**config.mk**
```make
export PLATFORM = sky130hd
export DESIGN_NAME = hdlc_ctl
export DESIGN_NICKNAME = d
export VERILOG_FILES = /design/src/rtl/hdlc_ctl_pkg.sv /design/src/rtl/hdlc_ctl.sv
export SDC_FILE = /design/constraint.sdc
export NUM_CORES = 1
export LEC_CHECK = 0
export BUFFER_PORTS_ARGS = -buffer_cell sky130_fd_sc_hd__buf_4
export CAP_MARGIN = 20
export CORE_ASPECT_RATIO = 0.8
export CORE_MARGIN = 3
export CORE_UTILIZATION = 40
export CTS_CLUSTER_DIAMETER = 40
export CTS_CLUSTER_SIZE = 16
export DETAILED_ROUTE_END_ITERATION = 10
export PLACE_DENSITY = 0.71
export REMOVE_ABC_BUFFERS = 1
export SYNTH_ARGS = -nofsm -noshare
export SYNTH_HDL_FRONTEND = slang
export SYNTH_SLANG_ARGS = --single-unit
```
**constraint.sdc**
```tcl
create_clock -name clock -period 3.35 [get_ports clock]
set_input_delay 0.67 -clock clock [delete_from_list [all_inputs] [get_ports clock]]
set_output_delay 0.67 -clock clock [all_outputs]
set_load 0.01 [all_outputs]
```
**src/rtl/hdlc_ctl_pkg.sv**
```systemverilog
/*
 * Shared constants and types of the HDLC / code controller control and status block:
 * register addresses, bit positions, byte values and the carrier structs.
 * Assumes one parallel control port with byte data, synchronous to the block clock.
 */
`default_nettype none

package hdlc_ctl_pkg;

   // ----------------------------------------------------------------
   // instances and register map
   // ----------------------------------------------------------------
   localparam int          NUM_FRAMERS    = 2;
   localparam logic [7:0]  ADDR_CONTROL_A = 8'h00;
   localparam logic [7:0]  ADDR_STATUS_A  = 8'h01;
   localparam logic [7:0]  ADDR_MASK_A    = 8'h02;
   localparam logic [7:0]  ADDR_CONTROL_B = 8'hA0;
   localparam logic [7:0]  ADDR_STATUS_B  = 8'hA1;
   localparam logic [7:0]  ADDR_MASK_B    = 8'hA2;
   localparam logic [7:0]  CONTROL_RESET  = 8'h00;
   localparam logic [7:0]  MASK_RESET     = 8'h00;
   localparam logic [7:0]  UNMAPPED_READ  = 8'h00;

   // ----------------------------------------------------------------
   // control register bit positions
   // ----------------------------------------------------------------
   localparam int CB_CODE_DETECTOR_RESET = 7;
   localparam int CB_RX_CONTROLLER_RESET = 6;
   localparam int CB_TX_IDLE_SELECT      = 5;
   localparam int CB_TX_PATH_RESET       = 4;
   localparam int CB_TX_ABORT            = 3;
   localparam int CB_TX_LAST_BYTE_MARK   = 2;
   localparam int CB_TX_STUFFER_DEFEAT   = 1;
   localparam int CB_TX_FCS_DEFEAT       = 0;

   // ----------------------------------------------------------------
   // status register bit positions
   // ----------------------------------------------------------------
   localparam int SB_RX_CODE_CHANGE      = 7;
   localparam int SB_RX_PACKET_END       = 6;
   localparam int SB_RX_PACKET_START     = 5;
   localparam int SB_RX_FIFO_HALF_FULL   = 4;
   localparam int SB_RX_FIFO_NOT_EMPTY   = 3;
   localparam int SB_TX_FIFO_HALF_EMPTY  = 2;
   localparam int SB_TX_FIFO_NOT_FULL    = 1;
   localparam int SB_TX_MESSAGE_DONE     = 0;
   localparam logic [7:0] LATCHED_BITS   = 8'hE1;

   // ----------------------------------------------------------------
   // transmit fill bytes and fifo geometry
   // ----------------------------------------------------------------
   localparam logic [7:0] ABORT_BYTE     = 8'hFE;
   localparam logic [7:0] FLAG_BYTE      = 8'h7E;
   localparam logic [7:0] IDLE_BYTE      = 8'hFF;
   localparam int         FIFO_DEPTH_DEF = 64;
   localparam int         CNT_W          = 7;

   typedef enum logic [2:0] {
      FILL_OFF   = 3'b001,
      FILL_ABORT = 3'b010,
      FILL_IDLE  = 3'b100
   } fill_state_t;

   // datapath to control block, one per framer
   typedef struct packed {
      logic             code_detected;
      logic             rx_packet_start;
      logic             rx_packet_end;
      logic [CNT_W-1:0] rx_fifo_count;
      logic [CNT_W-1:0] tx_fifo_count;
      logic             tx_fifo_write;
      logic             tx_last_byte_sent;
      logic             tx_fill_taken;
   } dp_in_t;

   // control block to datapath, one per framer
   typedef struct packed {
      logic       code_detector_reset;
      logic       rx_controller_reset;
      logic       tx_path_reset;
      logic       tx_fifo_flush;
      logic       tx_stuffer_enable;
      logic       tx_fcs_enable;
      logic       tx_fill_active;
      logic [7:0] tx_fill_byte;
   } dp_out_t;

   typedef struct packed {
      logic [7:0]  control;
      logic [7:0]  mask;
      logic [7:0]  latched;
      logic        code_prev;
      fill_state_t fill;
      dp_out_t     out;
   } framer_t;

   typedef struct packed {
      framer_t [NUM_FRAMERS-1:0] fr;
      logic [7:0]                rdata;
      logic                      int_n;
   } state_t;

endpackage

`default_nettype wire

```
**src/rtl/hdlc_ctl.sv**
```systemverilog
/*
 * Control, status and event-mask registers of both HDLC / code controllers,
 * plus the transmit abort and fill-byte sequencer.
 * Assumes the framer datapath reports its events as one-cycle pulses and its fifo
 * levels as counts, all synchronous to clock; host strobes are one cycle wide.
 */
`timescale 1ns/1ps
`default_nettype none

module hdlc_ctl
   import hdlc_ctl_pkg::*;
#(
   parameter int FIFO_DEPTH = FIFO_DEPTH_DEF
) (
   // clock and reset
   input  wire logic                               clock,
   input  wire logic                               reset_n,
   // parallel control port
   input  wire logic [7:0]                         addr,
   input  wire logic                               wr_en,
   input  wire logic                               rd_en,
   input  wire logic [7:0]                         wdata,
   output logic [7:0]                              rdata,
   // interrupt
   output logic                                    int_n,
   // framer datapaths
   input  wire hdlc_ctl_pkg::dp_in_t  [hdlc_ctl_pkg::NUM_FRAMERS-1:0] dp_in,
   output hdlc_ctl_pkg::dp_out_t      [hdlc_ctl_pkg::NUM_FRAMERS-1:0] dp_out
);
   import hdlc_ctl_pkg::*;

   // ----------------------------------------------------------------
   // constants derived from the fifo depth
   // ----------------------------------------------------------------
   localparam logic [CNT_W-1:0] HALF_LEVEL = CNT_W'(FIFO_DEPTH / 2);
   localparam logic [CNT_W-1:0] FULL_LEVEL = CNT_W'(FIFO_DEPTH);

   state_t s_q;
   state_t s_d;

   // ----------------------------------------------------------------
   // address decode helpers
   // ----------------------------------------------------------------
   function automatic logic [7:0] control_addr(input int idx);
      control_addr = (idx == 0) ? ADDR_CONTROL_A : ADDR_CONTROL_B;
   endfunction

   function automatic logic [7:0] status_addr(input int idx);
      status_addr = (idx == 0) ? ADDR_STATUS_A : ADDR_STATUS_B;
   endfunction

   function automatic logic [7:0] mask_addr(input int idx);
      mask_addr = (idx == 0) ? ADDR_MASK_A : ADDR_MASK_B;
   endfunction

   // ----------------------------------------------------------------
   // next state
   // ----------------------------------------------------------------
   always_comb begin
      logic [7:0] ctrl_old;
      logic [7:0] ctrl_new;
      logic [7:0] rising;
      logic [7:0] live;
      logic [7:0] sets;
      logic [7:0] status;
      logic       any_irq;
      logic       mapped;
      logic [7:0] rd_val;
      ctrl_old = '0;
      ctrl_new = '0;
      rising   = '0;
      live     = '0;
      sets     = '0;
      status   = '0;
      any_irq  = 1'b0;
      mapped   = 1'b0;
      rd_val   = UNMAPPED_READ;
      s_d      = s_q;

      for (int i = 0; i < NUM_FRAMERS; i++) begin
         // control register: hardware clear of the last-byte mark, then host write
         ctrl_old = s_q.fr[i].control;
         ctrl_new = ctrl_old;
         if (dp_in[i].tx_last_byte_sent) begin
            ctrl_new[CB_TX_LAST_BYTE_MARK] = 1'b0;
         end
         // a host write in the same cycle wins, so a fresh mark is never lost
         if (wr_en && addr == control_addr(i)) begin
            ctrl_new = wdata;
         end
         s_d.fr[i].control = ctrl_new;
         rising = ~ctrl_old & ctrl_new;

         // edge-triggered resets: a level held high does nothing further
         s_d.fr[i].out.code_detector_reset = rising[CB_CODE_DETECTOR_RESET];
         s_d.fr[i].out.rx_controller_reset = rising[CB_RX_CONTROLLER_RESET];
         s_d.fr[i].out.tx_path_reset       = rising[CB_TX_PATH_RESET];
         s_d.fr[i].out.tx_fifo_flush       = rising[CB_TX_ABORT];
         s_d.fr[i].out.tx_stuffer_enable   = ~ctrl_new[CB_TX_STUFFER_DEFEAT];
         s_d.fr[i].out.tx_fcs_enable       = ~ctrl_new[CB_TX_FCS_DEFEAT];

         // abort and fill sequencer
         unique case (s_q.fr[i].fill)
            FILL_OFF: begin
               if (rising[CB_TX_ABORT]) begin
                  s_d.fr[i].fill = FILL_ABORT;
               end
            end
            FILL_ABORT: begin
               if (dp_in[i].tx_fill_taken) begin
                  s_d.fr[i].fill = FILL_IDLE;
               end
            end
            FILL_IDLE: begin
               if (rising[CB_TX_ABORT]) begin
                  s_d.fr[i].fill = FILL_ABORT;
               end else if (dp_in[i].tx_fifo_write) begin
                  s_d.fr[i].fill = FILL_OFF;
               end
            end
            default: begin
               s_d.fr[i].fill = FILL_OFF;
            end
         endcase
         // a transmit path reset drops any abort in progress, unless the abort bit rises in the same cycle
         if (rising[CB_TX_PATH_RESET] && !rising[CB_TX_ABORT]) begin
            s_d.fr[i].fill = FILL_OFF;
         end
         s_d.fr[i].out.tx_fill_active = (s_d.fr[i].fill != FILL_OFF);
         if (s_d.fr[i].fill == FILL_ABORT) begin
            s_d.fr[i].out.tx_fill_byte = ABORT_BYTE;
         end else if (ctrl_new[CB_TX_IDLE_SELECT]) begin
            s_d.fr[i].out.tx_fill_byte = IDLE_BYTE;
         end else begin
            s_d.fr[i].out.tx_fill_byte = FLAG_BYTE;
         end

         // event mask register
         if (wr_en && addr == mask_addr(i)) begin
            s_d.fr[i].mask = wdata;
         end

         // live status levels
         live = '0;
         live[SB_RX_FIFO_HALF_FULL]  = dp_in[i].rx_fifo_count > HALF_LEVEL;
         live[SB_RX_FIFO_NOT_EMPTY]  = dp_in[i].rx_fifo_count != '0;
         live[SB_TX_FIFO_HALF_EMPTY] = dp_in[i].tx_fifo_count < HALF_LEVEL;
         live[SB_TX_FIFO_NOT_FULL]   = dp_in[i].tx_fifo_count < FULL_LEVEL;

         // latched events
         s_d.fr[i].code_prev = dp_in[i].code_detected;
         sets = '0;
         sets[SB_RX_CODE_CHANGE]  = dp_in[i].code_detected ^ s_q.fr[i].code_prev;
         sets[SB_RX_PACKET_END]   = dp_in[i].rx_packet_end;
         sets[SB_RX_PACKET_START] = dp_in[i].rx_packet_start;
         sets[SB_TX_MESSAGE_DONE] = dp_in[i].tx_last_byte_sent;

         status = (s_q.fr[i].latched & LATCHED_BITS) | live;
         if (rd_en && addr == status_addr(i)) begin
            // an event landing in the read cycle survives the clear
            s_d.fr[i].latched = sets & LATCHED_BITS;
         end else begin
            s_d.fr[i].latched = (s_q.fr[i].latched | sets) & LATCHED_BITS;
         end

         // interrupt from what software would see next cycle
         if ((((s_d.fr[i].latched | live) & s_d.fr[i].mask) != '0)) begin
            any_irq = 1'b1;
         end

         // read mux
         if (addr == control_addr(i)) begin
            mapped = 1'b1;
            rd_val = s_q.fr[i].control;
         end else if (addr == status_addr(i)) begin
            mapped = 1'b1;
            rd_val = status;
         end else if (addr == mask_addr(i)) begin
            mapped = 1'b1;
            rd_val = s_q.fr[i].mask;
         end
      end

      if (rd_en) begin
         s_d.rdata = mapped ? rd_val : UNMAPPED_READ;
      end
      s_d.int_n = ~any_irq;
   end

   // ----------------------------------------------------------------
   // state register
   // ----------------------------------------------------------------
   always_ff @(posedge clock) begin
      if (!reset_n) begin
         for (int i = 0; i < NUM_FRAMERS; i++) begin
            s_q.fr[i].control <= CONTROL_RESET;
            s_q.fr[i].mask    <= MASK_RESET;
            s_q.fr[i].latched <= '0;
            s_q.fr[i].code_prev <= 1'b0;
            s_q.fr[i].fill    <= FILL_OFF;
            s_q.fr[i].out     <= '0;
         end
         s_q.rdata <= UNMAPPED_READ;
         s_q.int_n <= 1'b1;
      end else begin
         s_q <= s_d;
      end
   end

   // ----------------------------------------------------------------
   // outputs straight from the state register
   // ----------------------------------------------------------------
   assign rdata = s_q.rdata;
   assign int_n = s_q.int_n;
   always_comb begin
      for (int i = 0; i < NUM_FRAMERS; i++) begin
         dp_out[i] = s_q.fr[i].out;
      end
   end

endmodule

`default_nettype wire

```
## Word-level counts from Yosys, hierarchy flattened

Cells that the tools add are included.

| storage, ports and cells | value |
|---|---|
| register bits after elaboration | 95 |
| logic and storage cells | 127 |

| operators by class | value |
|---|---|
| magnitude comparators | 6 |
| equality and inequality tests | 15 |
| multiplexer cells | 39 |
| bitwise operators | 20 |
| reduce and logical (&&, ||, !) cells | 17 |

Operators by type and width:

| kind | count |
|---|---|
| two-way mux 8 bit | 17 |
| AND 8 bit | 4 |
| OR 8 x 5 -> 8 bit | 4 |
| two-way mux 3 bit | 10 |
| equality test 8 bit (second input constant) | 3 |
| case mux 3 bit (3 select lines) | 2 |
| NOT 8 bit | 2 |
| OR 8 bit | 2 |
| nonzero test 8 bit | 2 |
| > comparator 7 x 6 -> 1 bit (second input constant) | 2 |
| < comparator 7 x 6 -> 1 bit (second input constant) | 2 |
| < comparator 7 bit (second input constant) | 2 |
| nonzero test 7 bit | 2 |
| equality test 3 x 2 -> 1 bit (second input constant) | 4 |
| two-way mux 1 bit | 10 |
| equality test 8 x 1 -> 1 bit (second input constant) | 1 |
| equality test 8 x 2 -> 1 bit (second input constant) | 1 |
| logical AND 1 bit | 8 |
| zero test 8 bit | 1 |
| equality test 3 x 1 -> 1 bit (second input constant) | 2 |
| equality test 3 bit (second input constant) | 2 |
| != test 3 x 1 -> 1 bit (second input constant) | 2 |
| NOT 1 bit | 6 |
| OR reduction 2 bit | 2 |
| 2 further kinds | 4 |

## Logic depth before layout (Yosys ltp)

Gate-level depths: netlist (run 1).

| logic depth | value |
|---|---|
| word-level depth | 9 |
| depth in mapped cells | 8 |
| depth with buffers taken out | 6 |

## Least setup slack after synthesis (run 1)

Ideal clock, no wire load.

| timing path | value |
|---|---|
| path type | in2reg |
| from | input addr[2] |
| to | register int_n (netlist name) |
| data arrival time | 2.551 ns |
| data required time | 3.281 ns |
| path slack | 0.730 ns |
| stages | 8 |
| path buffers | 2 |
| cells stage by stage | buf_4 nor4b_4 and3_1 buf_2 mux2i_1 o32ai_1 or4_1 o21ai_1 |

| between the ends | value |
|---|---|
| cells in the longest elaborated chain, start to end | 9 |
| elaborated cells between the ends (all ways) | 21 |

RTL lines:

| element | RTL line | text |
|---|---|---|
| from (decl) | hdlc_ctl.sv:19 | `input wire logic [7:0] addr,` |
| equality test 8 x 1 -> 1 bit | hdlc_ctl.sv:159 | `if (rd_en && addr == status_addr(i)) begin` |
| logical AND 1 bit | hdlc_ctl.sv:159 |  |
| two-way mux 8 bit | hdlc_ctl.sv:159 |  |
| OR 8 x 5 -> 8 bit | hdlc_ctl.sv:167 | `if ((((s_d.fr[i].latched \| live) & s_d.fr[i].mask) != '0)) begin` |
| AND 8 bit | hdlc_ctl.sv:167 |  |
| nonzero test 8 bit | hdlc_ctl.sv:167 |  |
| two-way mux 1 bit | hdlc_ctl.sv:167 |  |
| two-way mux 1 bit (*) | hdlc_ctl.sv:167 |  |
| NOT 1 bit (*) | hdlc_ctl.sv:187 | `s_d.int_n = ~any_irq;` |

Mark *: on every way between the ends. The rest lies on a longest branch, timed or not.
A chain may end at the register's enable or synchronous reset.

## Worst setup path after layout (run 1)

| timing path | value |
|---|---|
| from | input addr[1] |
| to | register int_n (netlist name) |

| between the ends | value |
|---|---|
| cells in the longest elaborated chain, start to end | 9 |
| elaborated cells between the ends (all ways) | 21 |

RTL lines:

| element | RTL line |
|---|---|
| equality test 8 x 1 -> 1 bit | hdlc_ctl.sv:159 |
| logical AND 1 bit | hdlc_ctl.sv:159 |
| two-way mux 8 bit | hdlc_ctl.sv:159 |
| OR 8 x 5 -> 8 bit | hdlc_ctl.sv:167 |
| AND 8 bit | hdlc_ctl.sv:167 |
| nonzero test 8 bit | hdlc_ctl.sv:167 |
| two-way mux 1 bit | hdlc_ctl.sv:167 |
| two-way mux 1 bit (*) | hdlc_ctl.sv:167 |
| NOT 1 bit (*) | hdlc_ctl.sv:187 |

Marks and branches as above.

==> flow_summary.json, run 1 <==
{
  "outcome": "finished clean",
  "mostFrequentLayoutCell": "buf_4",
  "power_density_over_the_cells_mw_per_mm2": 495,
  "global_route_wire_length_before_repair_um": 14800,
  "level_count_of_the_clock_h_tree": 3,
  "holdCritPathClass": "reg2reg",
  "count_of_mapped_cells_out_of_synthesis": 400,
  "cts_hold_buf": 0,
  "die_extent_in_x_um": 112,
  "placement_rows": 30,
  "postCtsResizedCells": 0,
  "end_kind": "register",
  "die_h_um": 90.8,
  "dieArea_mm2": 0.0102,
  "cts.sinks": 76,
  "nFillCells": 818,
  "routed_via_density": 5.47,
  "drive_above_1_share_pct": 25.9,
  "drt_pass1_iterations": 5,
  "area_growth_syn_to_layout_pct": 22.9,
  "worst-path-max-fanout": 15,
  "final.min_clock_period_ns": 2.64,
  "grt_remaining_overflow": 0,
  "floorplan.io_pins": 99,
  "p_leak_nw": 1.96,
  "placement.io_buffers": 88,
  "place.gp.congestion": 0.884,
  "layout.core_utilization_pct": 51.2,
  "aggregate_routed_wire_length_um": 9390,
  "design.core.area_mm2": 0.00863,
  "critical_path_class": "in2reg",
  "setup_ws_ns": 0.709,
  "syn_area_mm2": 0.00360,
  "final.setup_skew_ns": 0.00586,
  "synth_async_sr_flop_share_pct": 0,
  "slew_violations": 0,
  "post_synth.cell_area_avg_um2": 8.99,
  "max_cap_check_violation_count": 0,
  "cts_tree": "yes",
  "start_util_pct": 41.7,
  "final_net_count": 511,
  "report.final.hold_viol_count": 0,
  "place_ws_ns": 0.407,
  "setup.worst_path.start_class": "input pin",
  "yosysTopAreaCell": "dfxtp_1",
  "detail_route.iter0.violations": 249,
  "critical_path_rt_ns": 3.62,
  "post_layout_nonfiller_instances": 567,
  "rsz0062_at_grt": "no",
  "cells_after_dpl": 552,
  "ys.warnings.count": 0,
  "layout.cells.most_common_list": "buf_4, dfxtp_1, nor2_1",
  "cts_made_buffers": 9,
  "worst_pin_slew_ns": 0.885,
  "synth_enable_flop_cells": 0,
  "maximum_achievable_frequency_mhz": 379,
  "via_count": 3104,
  "finalCritPeriodShare_pct": 78.8,
  "clock_path_buffers": 2,
  "hpwl_um": 6850,
  "clkSlewWorstSetupHoldPaths_ns": 0.06,
  "finalSetupTns_ns": 0,
  "synth_sequential_area_ratio_pct": 42.3,
  "relSlewSlack_pct": 39.5,
  "post_drt_wl_per_cell_um": 16.6,
  "grt_usage_pct": 18.3,
  "post-cts-setup-buffers": 0,
  "antenna_left": 0,
  "maximum_number_of_pins_on_one_net_before_global_route_repair": 25,
  "first_global_vias": 2903,
  "antenna_found_initial": 0,
  "report.power.total_w": 0.00219,
  "area_contributors_post_synth": "dfxtp_1, mux2i_1, buf_4",
  "clkLatencyLatePin_ns": 0.33,
  "synth-main-ff-cell": "dfxtp_1",
  "clock_tree.root_cell": "clkbuf_16",
  "peak_supply_drop_mv": 0.334,
  "synth.ff_latch_count": 76,
  "timing.critical_path.arrival_ns": 2.91,
  "drt_drc_violations_left": 0,
  "synth_top_area_share_pct": 42.3,
  "synth_cell_type_count": 53,
  "antennaDiodeCount": 0,
  "finalSetupViolCount": 0
}
## where the power goes
| group | internal [W] | switching [W] | leakage (nW) |
|---|---|---|---|
| combinational | 0.0000753 | 0.0000872 | 1.18 |
| clock | 0.000741 | 0.000360 | 0.168 |
| sequential | 0.000917 | 0.00000722 | 0.617 |
| total | 0.00173 | 0.000454 | 1.96 |
## stage by stage
stage / hold WS [ns] / instance area [um^2]
after floorplan: 0.419 / 3240
after global placement: 0.441 / 4080
after detailed placement: 0.448 / 4080
after CTS: 0.460 / 4420
after global routing: 0.476 / 4420
final: 0.455 / 4420
## flip-flops by register name, indices dropped and copies added (netlist names)
register and flops:
dp_out 19, int_n 1, rdata 8, s_q 48
## critical path: stages
cell and delay (ns):
buf_4 0.20, nor4b_4 0.39, and3_1 0.54, mux2i_1 0.33
o22ai_1 0.12, or4_1 0.50, o21ai_1 0.14
## cells in the mapped netlist (2+ instances only)
cell and number:
a2111oi_0 2, a211oi_1 5, a21o_1 6, a21oi_1 22, a22o_1 4, a22oi_1 2
a31oi_1 3, and2_1 12, buf_2 4, buf_4 39, clkbuf_1 9, dfxtp_1 76
inv_1 9, mux2_2 2, mux2i_1 31, nand2_1 13, nand2b_1 8, nand3_1 7
nand3b_1 3, nor2_1 55, nor2b_1 2, nor3_1 11, nor4_1 7, nor4b_1 2
nor4b_4 2, o211ai_1 2, o21ai_0 15, o22ai_1 9, o2bb2ai_1 4, o32a_1 2
o32ai_1 3, or3_1 2, or4_1 5, xor2_1 3
## cell families after synthesis
family,share of synthesized area (%)
compound gates,16.0
xor+xnor,0.731
buf+inv,11.1
flops,42.3
mux,9.67
simple gates,20.2
## layer usage
metal / vias to the layer above / track usage [%] / share of wire (%)
met5: - / 0 / 0
met2: 134 / 28.3 / 44
li1: 1493 / - / -
met4: 0 / 4.60 / 0.99
met3: 10 / 6.03 / 8.4
met1: 1467 / 24.8 / 46
## cell type report
| cell class | instances | area, um^2 | area share, % |
|---|---|---|---|
| Timing Repair Buffer | 94 | 706 | 16.0 |
| Multi-Input combinational cell | 260 | 1680 | 37.9 |
| Clock buffer | 10 | 239 | 5.41 |
| Sequential cell | 76 | 1520 | 34.4 |
| Inverter | 10 | 37.5 | 0.849 |
| Tap cell | 112 | 140 | 3.17 |
| Clock inverter | 5 | 100 | 2.26 |
## worst paths after layout
check	slack, ns	cells after the start	from	endpoint
worst max-delay path	0.71	7	addr[1]	int_n
worst min-delay path	0.46	1	s_q[50]	dp_out[13]
worst max register to register	1.70	4	s_q[46]	rdata[2]
worst min register to register	0.46	1	s_q[50]	dp_out[13]
No activity file was read; power rests on OpenSTA's default activity.
==> run 2, diff against run 1 <==
--- a/config.mk
+++ b/config.mk
@@ -5,6 +5,7 @@
 export SDC_FILE = /design/constraint.sdc
 export NUM_CORES = 1
 export LEC_CHECK = 0
+export ABC_AREA = 1
 export BUFFER_PORTS_ARGS = -buffer_cell sky130_fd_sc_hd__buf_4
 export CAP_MARGIN = 20
 export CORE_ASPECT_RATIO = 0.8
@@ -13,7 +14,7 @@
 export CTS_CLUSTER_DIAMETER = 40
 export CTS_CLUSTER_SIZE = 16
 export DETAILED_ROUTE_END_ITERATION = 10
-export PLACE_DENSITY = 0.71
+export PLACE_DENSITY = 0.7
 export REMOVE_ABC_BUFFERS = 1
 export SYNTH_ARGS = -nofsm -noshare
 export SYNTH_HDL_FRONTEND = slang
==> constraint.sdc (replaced) <==
create_clock -name clock -period 2.5 [get_ports clock]
set_input_delay 0.5 -clock clock [delete_from_list [all_inputs] [get_ports clock]]
set_output_delay 0.5 -clock clock [all_outputs]
set_load 0.01 [all_outputs]
==> run 2 against run 1 <==
  * Utilization fell by 0.67 points
  * Routed wire length rose by 4.0%
  * Worst hold slack got worse by 0.11 ns
  * Clock power rose by 22%
  * Register-to-register slack got worse by 0.48 ns
  * Critical path depth rose by 5
  * Non-clock buffer count did not move
  * Global-route usage rose by 0.076 points
  * Design area rose by 6.0%
  * Via count rose by 17%
==> flow_summary.json, run 2 <==
{
  "outcome": "finished clean",
  "cts_hold_buf": 0,
  "via_count": 3631,
  "end_kind": "register",
  "antenna_left": 0,
  "drt_pass1_iterations": 4,
  "max_cap_check_violation_count": 0,
  "place.gp.congestion": 0.873,
  "placement_rows": 31,
  "grt_remaining_overflow": 0,
  "mostFrequentLayoutCell": "nand2_1",
  "met1_length_um": 4530,
  "maxUsedRoutingLayer": "met4",
  "aggregate_routed_wire_length_um": 9770,
  "floorplan.io_pins": 99,
  "count_of_mapped_cells_out_of_synthesis": 567,
  "r2r_setup_slack_ns": 1.22,
  "clkLatencyLatePin_ns": 0.34,
  "synth.ff_latch_count": 76,
  "synth_enable_flop_cells": 0,
  "peak_supply_drop_mv": 0.403,
  "antennaDiodeCount": 0,
  "yosysTopAreaCell": "dfxtp_1",
  "synth_top_area_share_pct": 39.1,
  "design.core.area_mm2": 0.00927,
  "worst_hold_path_startpoint": "dp_in[19]",
  "timing.critical_path.arrival_ns": 2.04,
  "synth_cell_type_count": 31,
  "finalSetupViolCount": 0,
  "slew_violations": 0,
  "first_global_vias": 3533,
  "slowest_stage": "nor2_4",
  "layout.core_utilization_pct": 50.5,
  "final_net_count": 680,
  "area_contributors_post_synth": "dfxtp_1, nand2_1, buf_4",
  "synthMostInstantiatedCell": "nand2_1",
  "critical_path_rt_ns": 2.78,
  "timing.critical_path.mode_cell": "nand2_1",
  "hpwl_um": 7340,
  "level_count_of_the_clock_h_tree": 3,
  "worst_pin_slew_ns": 0.669,
  "report.final.hold_viol_count": 0,
  "post-cts-setup-buffers": 0,
  "rsz0062_at_grt": "no",
  "relSlewSlack_pct": 55.4,
  "wire_length_on_met2_um": 4290,
  "final.setup_skew_ns": 0.00694,
  "synth_common_cells": "nand2_1, dfxtp_1, inv_1, nor2_1, a21oi_1",
  "holdCritPathClass": "in2reg",
  "max_reg_flops": 48,
  "synth_async_sr_flop_share_pct": 0,
  "clock_path_buffers": 2,
  "critical_path_class": "in2reg",
  "drive_above_1_share_pct": 21.6,
  "path_cells": "buf_4, nor2_1, nand2_4, nor2_4, nand2_2, nand2_1, nand2_1, nand2_1, nand2_1, nor2_1, nand2_1, o21ai_1",
  "maximum_achievable_frequency_mhz": 567,
  "maximum_number_of_pins_on_one_net_before_global_route_repair": 23,
  "post_synth.cell_area_avg_um2": 6.86,
  "layout.cells.most_common_list": "nand2_1, buf_4, dfxtp_1",
  "worst-path-max-fanout": 14,
  "final.min_clock_period_ns": 1.76,
  "routed_via_density": 4.91,
  "fin_worst_hold_slack_ns": 0.348,
  "global_route_wire_length_before_repair_um": 15700,
  "cts_made_buffers": 9,
  "grt_usage_pct": 18.4,
  "detail_route.iter0.violations": 197,
  "antenna_found_initial": 0,
  "finalCritPeriodShare_pct": 70.6,
  "placement.io_buffers": 88,
  "regMostFlops": "s_q",
  "setup.worst_path.start_class": "input pin",
  "synth-main-ff-cell": "dfxtp_1",
  "clkSlewWorstSetupHoldPaths_ns": 0.06,
  "ys.warnings.count": 0,
  "power_density_over_the_cells_mw_per_mm2": 596,
  "post_drt_wl_per_cell_um": 13.2,
  "p_leak_nw": 2.24,
  "cts_tree": "yes",
  "cts.sinks": 76,
  "timing.rr.start": "s_q[68]",
  "drt_drc_violations_left": 0,
  "clock_tree.root_cell": "clkbuf_16",
  "die_h_um": 94.2,
  "start_util_pct": 41.9,
  "postCtsResizedCells": 0,
  "synth_sequential_area_ratio_pct": 39.1,
  "die_extent_in_x_um": 116,
  "detailroute.wirelength.met3_um": 731,
  "startpoint": "addr[5]",
  "dieArea_mm2": 0.0109,
  "cp_slowest_stage_delay_ns": 0.33,
  "syn_area_mm2": 0.00389,
  "finalSetupTns_ns": 0,
  "area_growth_syn_to_layout_pct": 20.5
}
==> run 2: layout make-up <==
cell class | instances | area (um^2)
multi-input cells | 363 | 1720
fillers | 905 | 4590
inverters | 76 | 285
clock buffers | 10 | 239
flip-flops and latches | 76 | 1520
clock inverters | 6 | 68.8
well taps | 115 | 144
repair buffers | 94 | 706
==> run 2: logic make-up (layout without fill, tap and decap cells) <==
family	Yosys count	count (layout)	synth area share [%]
XOR/XNOR	2	2	0.451
buffers and inverters	128	186	16.6
flip-flops	76	76	39.1
AND/OR/NAND/NOR	282	282	32.6
AO/OA/AOI/OAI	79	79	11.2
==> run 2: critical path: cells and delay by family <==
family / cells / cell delay (ns)
buffers and inverters: 1 / 0.11
AOI/OAI and AO/OA: 1 / 0.11
and+or+nand+nor: 10 / 1.33
==> run 2: where the power goes <==
part / total [W] / leakage [nW] / switching, W / internal (W)
clock: 0.00134 / 0.150 / 0.000530 / 0.000808
combinational: 0.000212 / 1.48 / 0.000117 / 0.0000951
sequential: 0.00124 / 0.617 / 0.0000104 / 0.00123
==> run 2: path summary, 6_finish.rpt <==
check,end,cells after the start
max,int_n,12
min,s_q[27],3
max reg2reg,dp_out[22],6
min reg2reg,dp_out[27],1
==> run 2: metal layers <==
| metal | vias to the layer above | GRT usage (%) |
|---|---|---|
| met5 | - | 0 |
| met4 | 0 | 6.96 |
| met3 | 22 | 6.44 |
| met2 | 121 | 28.7 |
| met1 | 1626 | 23.3 |
| li1 | 1862 | - |
==> run 2: per-stage QoR <==
| step | cells | worst slack (ns) | cell area, um^2 | total power [W] |
|---|---|---|---|---|
| finish | 740 | 0.735 | 4680 | 0.00279 |
| global route | 740 | 0.532 | 4680 | 0.00288 |
| CTS | 740 | 0.774 | 4680 | 0.00281 |
| detailed placement | 724 | 0.416 | 4380 | 0.00148 |
| global placement | 724 | 0.431 | 4380 | 0.00147 |
| floorplan | 515 | 0.678 | 3530 | 0.00135 |
==> run 3, diff against run 2 <==
--- a/config.mk
+++ b/config.mk
@@ -5,7 +5,7 @@
 export SDC_FILE = /design/constraint.sdc
 export NUM_CORES = 1
 export LEC_CHECK = 0
-export ABC_AREA = 1
+export ABC_AREA = 0
 export BUFFER_PORTS_ARGS = -buffer_cell sky130_fd_sc_hd__buf_4
 export CAP_MARGIN = 20
 export CORE_ASPECT_RATIO = 0.8
@@ -14,7 +14,7 @@
 export CTS_CLUSTER_DIAMETER = 40
 export CTS_CLUSTER_SIZE = 16
 export DETAILED_ROUTE_END_ITERATION = 10
-export PLACE_DENSITY = 0.7
+export PLACE_DENSITY = 0.73
 export REMOVE_ABC_BUFFERS = 1
 export SYNTH_ARGS = -nofsm -noshare
 export SYNTH_HDL_FRONTEND = slang
==> constraint.sdc (replaced) <==
create_clock -name clock -period 1.5 [get_ports clock]
set_input_delay 0.3 -clock clock [delete_from_list [all_inputs] [get_ports clock]]
set_output_delay 0.3 -clock clock [all_outputs]
set_load 0.01 [all_outputs]
==> run 3 against run 2 <==
  * The run now ends with setup timing left
  * Clock-buffer cell count unchanged
  * Design area increased by 24%
  * Sequential power increased by 67%
  * Sequential share of layout area decreased by 6.3 points
  * Die area decreased by 7.0%
  * Setup slack got worse by 1.2 ns
  * Routed wire length increased by 26%
  * Power increased by 84%
  * Clock skew decreased by 0.0015 ns
  * Via count increased by 0.22%
  * Critical path type unchanged
  * Largest cell class unchanged
  * Highest routed layer unchanged
==> flow_summary.json, run 3 (synthesis gave the netlist of run 1 again) <==
{
  "violations": "setup timing",
  "worst_pin_slew_ns": 0.437,
  "cp_slowest_stage_delay_ns": 0.50,
  "critical_path_rt_ns": 1.77,
  "cts_hold_buf": 0,
  "mostFrequentLayoutCell": "buf_4",
  "die_extent_in_x_um": 112,
  "clkSlewWorstSetupHoldPaths_ns": 0.06,
  "grt_remaining_overflow": 0,
  "antennaDiodeCount": 0,
  "clkLatencyLatePin_ns": 0.34,
  "clock_path_buffers": 2,
  "antenna_left": 0,
  "cts_tree": "yes",
  "critical_path_class": "in2reg",
  "final.min_clock_period_ns": 1.95,
  "drt_drc_violations_left": 0,
  "timing.critical_path.arrival_ns": 2.22,
  "cells_after_dpl": 618,
  "power_density_over_the_cells_mw_per_mm2": 882,
  "finalSetupTns_ns": -4.91,
  "cts_made_buffers": 9,
  "rsz0062_at_grt": "yes",
  "final.setup_skew_ns": 0.00543,
  "peak_supply_drop_mv": 0.516,
  "hpwl_um": 8430,
  "holdCritPathClass": "in2reg",
  "aggregate_routed_wire_length_um": 12300,
  "path_cells": "buf_6, nor4b_4, buf_4, nand3_4, mux2_4, a22o_1, or4_4, o21ai_1",
  "post_drt_wl_per_cell_um": 18.8,
  "fin_worst_hold_slack_ns": 0.178,
  "level_count_of_the_clock_h_tree": 3,
  "drt_pass1_iterations": 5,
  "global_route_wire_length_before_repair_um": 18300,
  "antenna_found_initial": 0,
  "placement.io_buffers": 88,
  "first_global_vias": 3461,
  "nFillCells": 626,
  "finalSetupViolCount": 40,
  "max_reg_flops": 48,
  "final_net_count": 597,
  "placement_rows": 30,
  "drive_above_1_share_pct": 51.6,
  "end_kind": "register",
  "post_dp_cell_area_mm2": 0.00459,
  "slowest_stage": "or4_4",
  "layout.cells.most_common_list": "buf_4, dfxtp_1, nor2_1",
  "setup.worst_path.start_class": "input pin",
  "post_layout_nonfiller_instances": 653,
  "clock_tree.root_cell": "clkbuf_16",
  "place.gp.congestion": 0.938,
  "relSlewSlack_pct": 70.9,
  "start_util_pct": 41.7,
  "report.final.hold_viol_count": 0,
  "design.core.area_mm2": 0.00863,
  "dieArea_mm2": 0.0102,
  "via_count": 3639,
  "setup_ws_ns": -0.453,
  "regMostFlops": "s_q",
  "grt_usage_pct": 22.8,
  "max_cap_check_violation_count": 0,
  "detail_route.iter0.violations": 265,
  "slew_violations": 0,
  "outcome": "finished with violations",
  "maximum_number_of_pins_on_one_net_before_global_route_repair": 31,
  "routed_via_density": 5.57,
  "floorplan.io_pins": 99,
  "area_growth_syn_to_layout_pct": 61.6,
  "cts.sinks": 76,
  "worst-path-max-fanout": 4,
  "maximum_achievable_frequency_mhz": 512,
  "p_leak_nw": 2.48,
  "die_h_um": 90.8,
  "finish.instance_area_mm2": 0.00581,
  "finalCritPeriodShare_pct": 130
}
run 3: cell count changes in the layout (fill, tap and decap cells not counted), sizes merged, moves of 6 or more:
cell | before | now
nand3 | 40 | 8
and2 | 0 | 13
nand2 | 159 | 13
nor4 | 1 | 7
o22ai | 0 | 9
nor2 | 68 | 55
a21o | 0 | 6
nand2b | 0 | 8
buf | 94 | 180
inv | 79 | 10
mux2i | 0 | 31
a21oi | 52 | 22
run 3: path summary, 6_finish.rpt:
| path | start | endpoint | slack [ns] | cells past startpoint |
|---|---|---|---|---|
| setup reg to reg | s_q[90] | s_q[67] | -0.04 | 5 |
| setup / recovery | addr[3] | int_n | -0.45 | 8 |
| hold / removal | dp_in[19] | s_q[27] | 0.18 | 2 |
| hold reg to reg | rdata[3] | rdata[3] | 0.45 | 2 |
run 3: critical path: cells and delay by family:
family,cells,cell delay [ns]
muxes,1,0.31
and+or+nand+nor,3,0.93
AOI/OAI and AO/OA,2,0.37
buffers and inverters,2,0.30
run 3: timing repair:
action                     CTS  global route
setup endpoints to repair   50            51
cloned                       1             0
buffers inserted             9            12
pin swaps                   39            34
gates resized for setup     81            65
run 3: cell type report:
type | count | area, um^2 | area share (%)
clock buffer | 10 | 239 | 4.11
sequential | 76 | 1520 | 26.2
tap | 112 | 140 | 2.41
timing repair buffer | 180 | 1530 | 26.3
multi-input combinational | 260 | 2250 | 38.6
clock inverter | 5 | 100 | 1.72
inverter | 10 | 37.5 | 0.646
run 3: through the flow:
stage | power [W] | utilization [%] | worst slack, ns
floorplan | 0.00223 | - | -0.848
global placement | 0.00255 | 53.2 | -0.782
detailed placement | 0.00256 | 53.2 | -0.794
CTS | 0.00509 | 62.5 | -0.408
global route | 0.00527 | 67.3 | -0.506
finish | 0.00513 | 67.3 | -0.453
run 3: metal layers:
| layer | track usage [%] | routed length [um] |
|---|---|---|
| met1 | 30.3 | 5270 |
| met2 | 35.7 | 5910 |
| met3 | 5.63 | 863 |
| met4 | 8.41 | 259 |
| met5 | 0 | 0 |
run 3: where the power goes:
part | switching (W) | total (W) | internal, W
Combinational | 0.000288 | 0.000571 | 0.000284
Clock | 0.000830 | 0.00248 | 0.00165
Sequential | 0.0000219 | 0.00207 | 0.00205
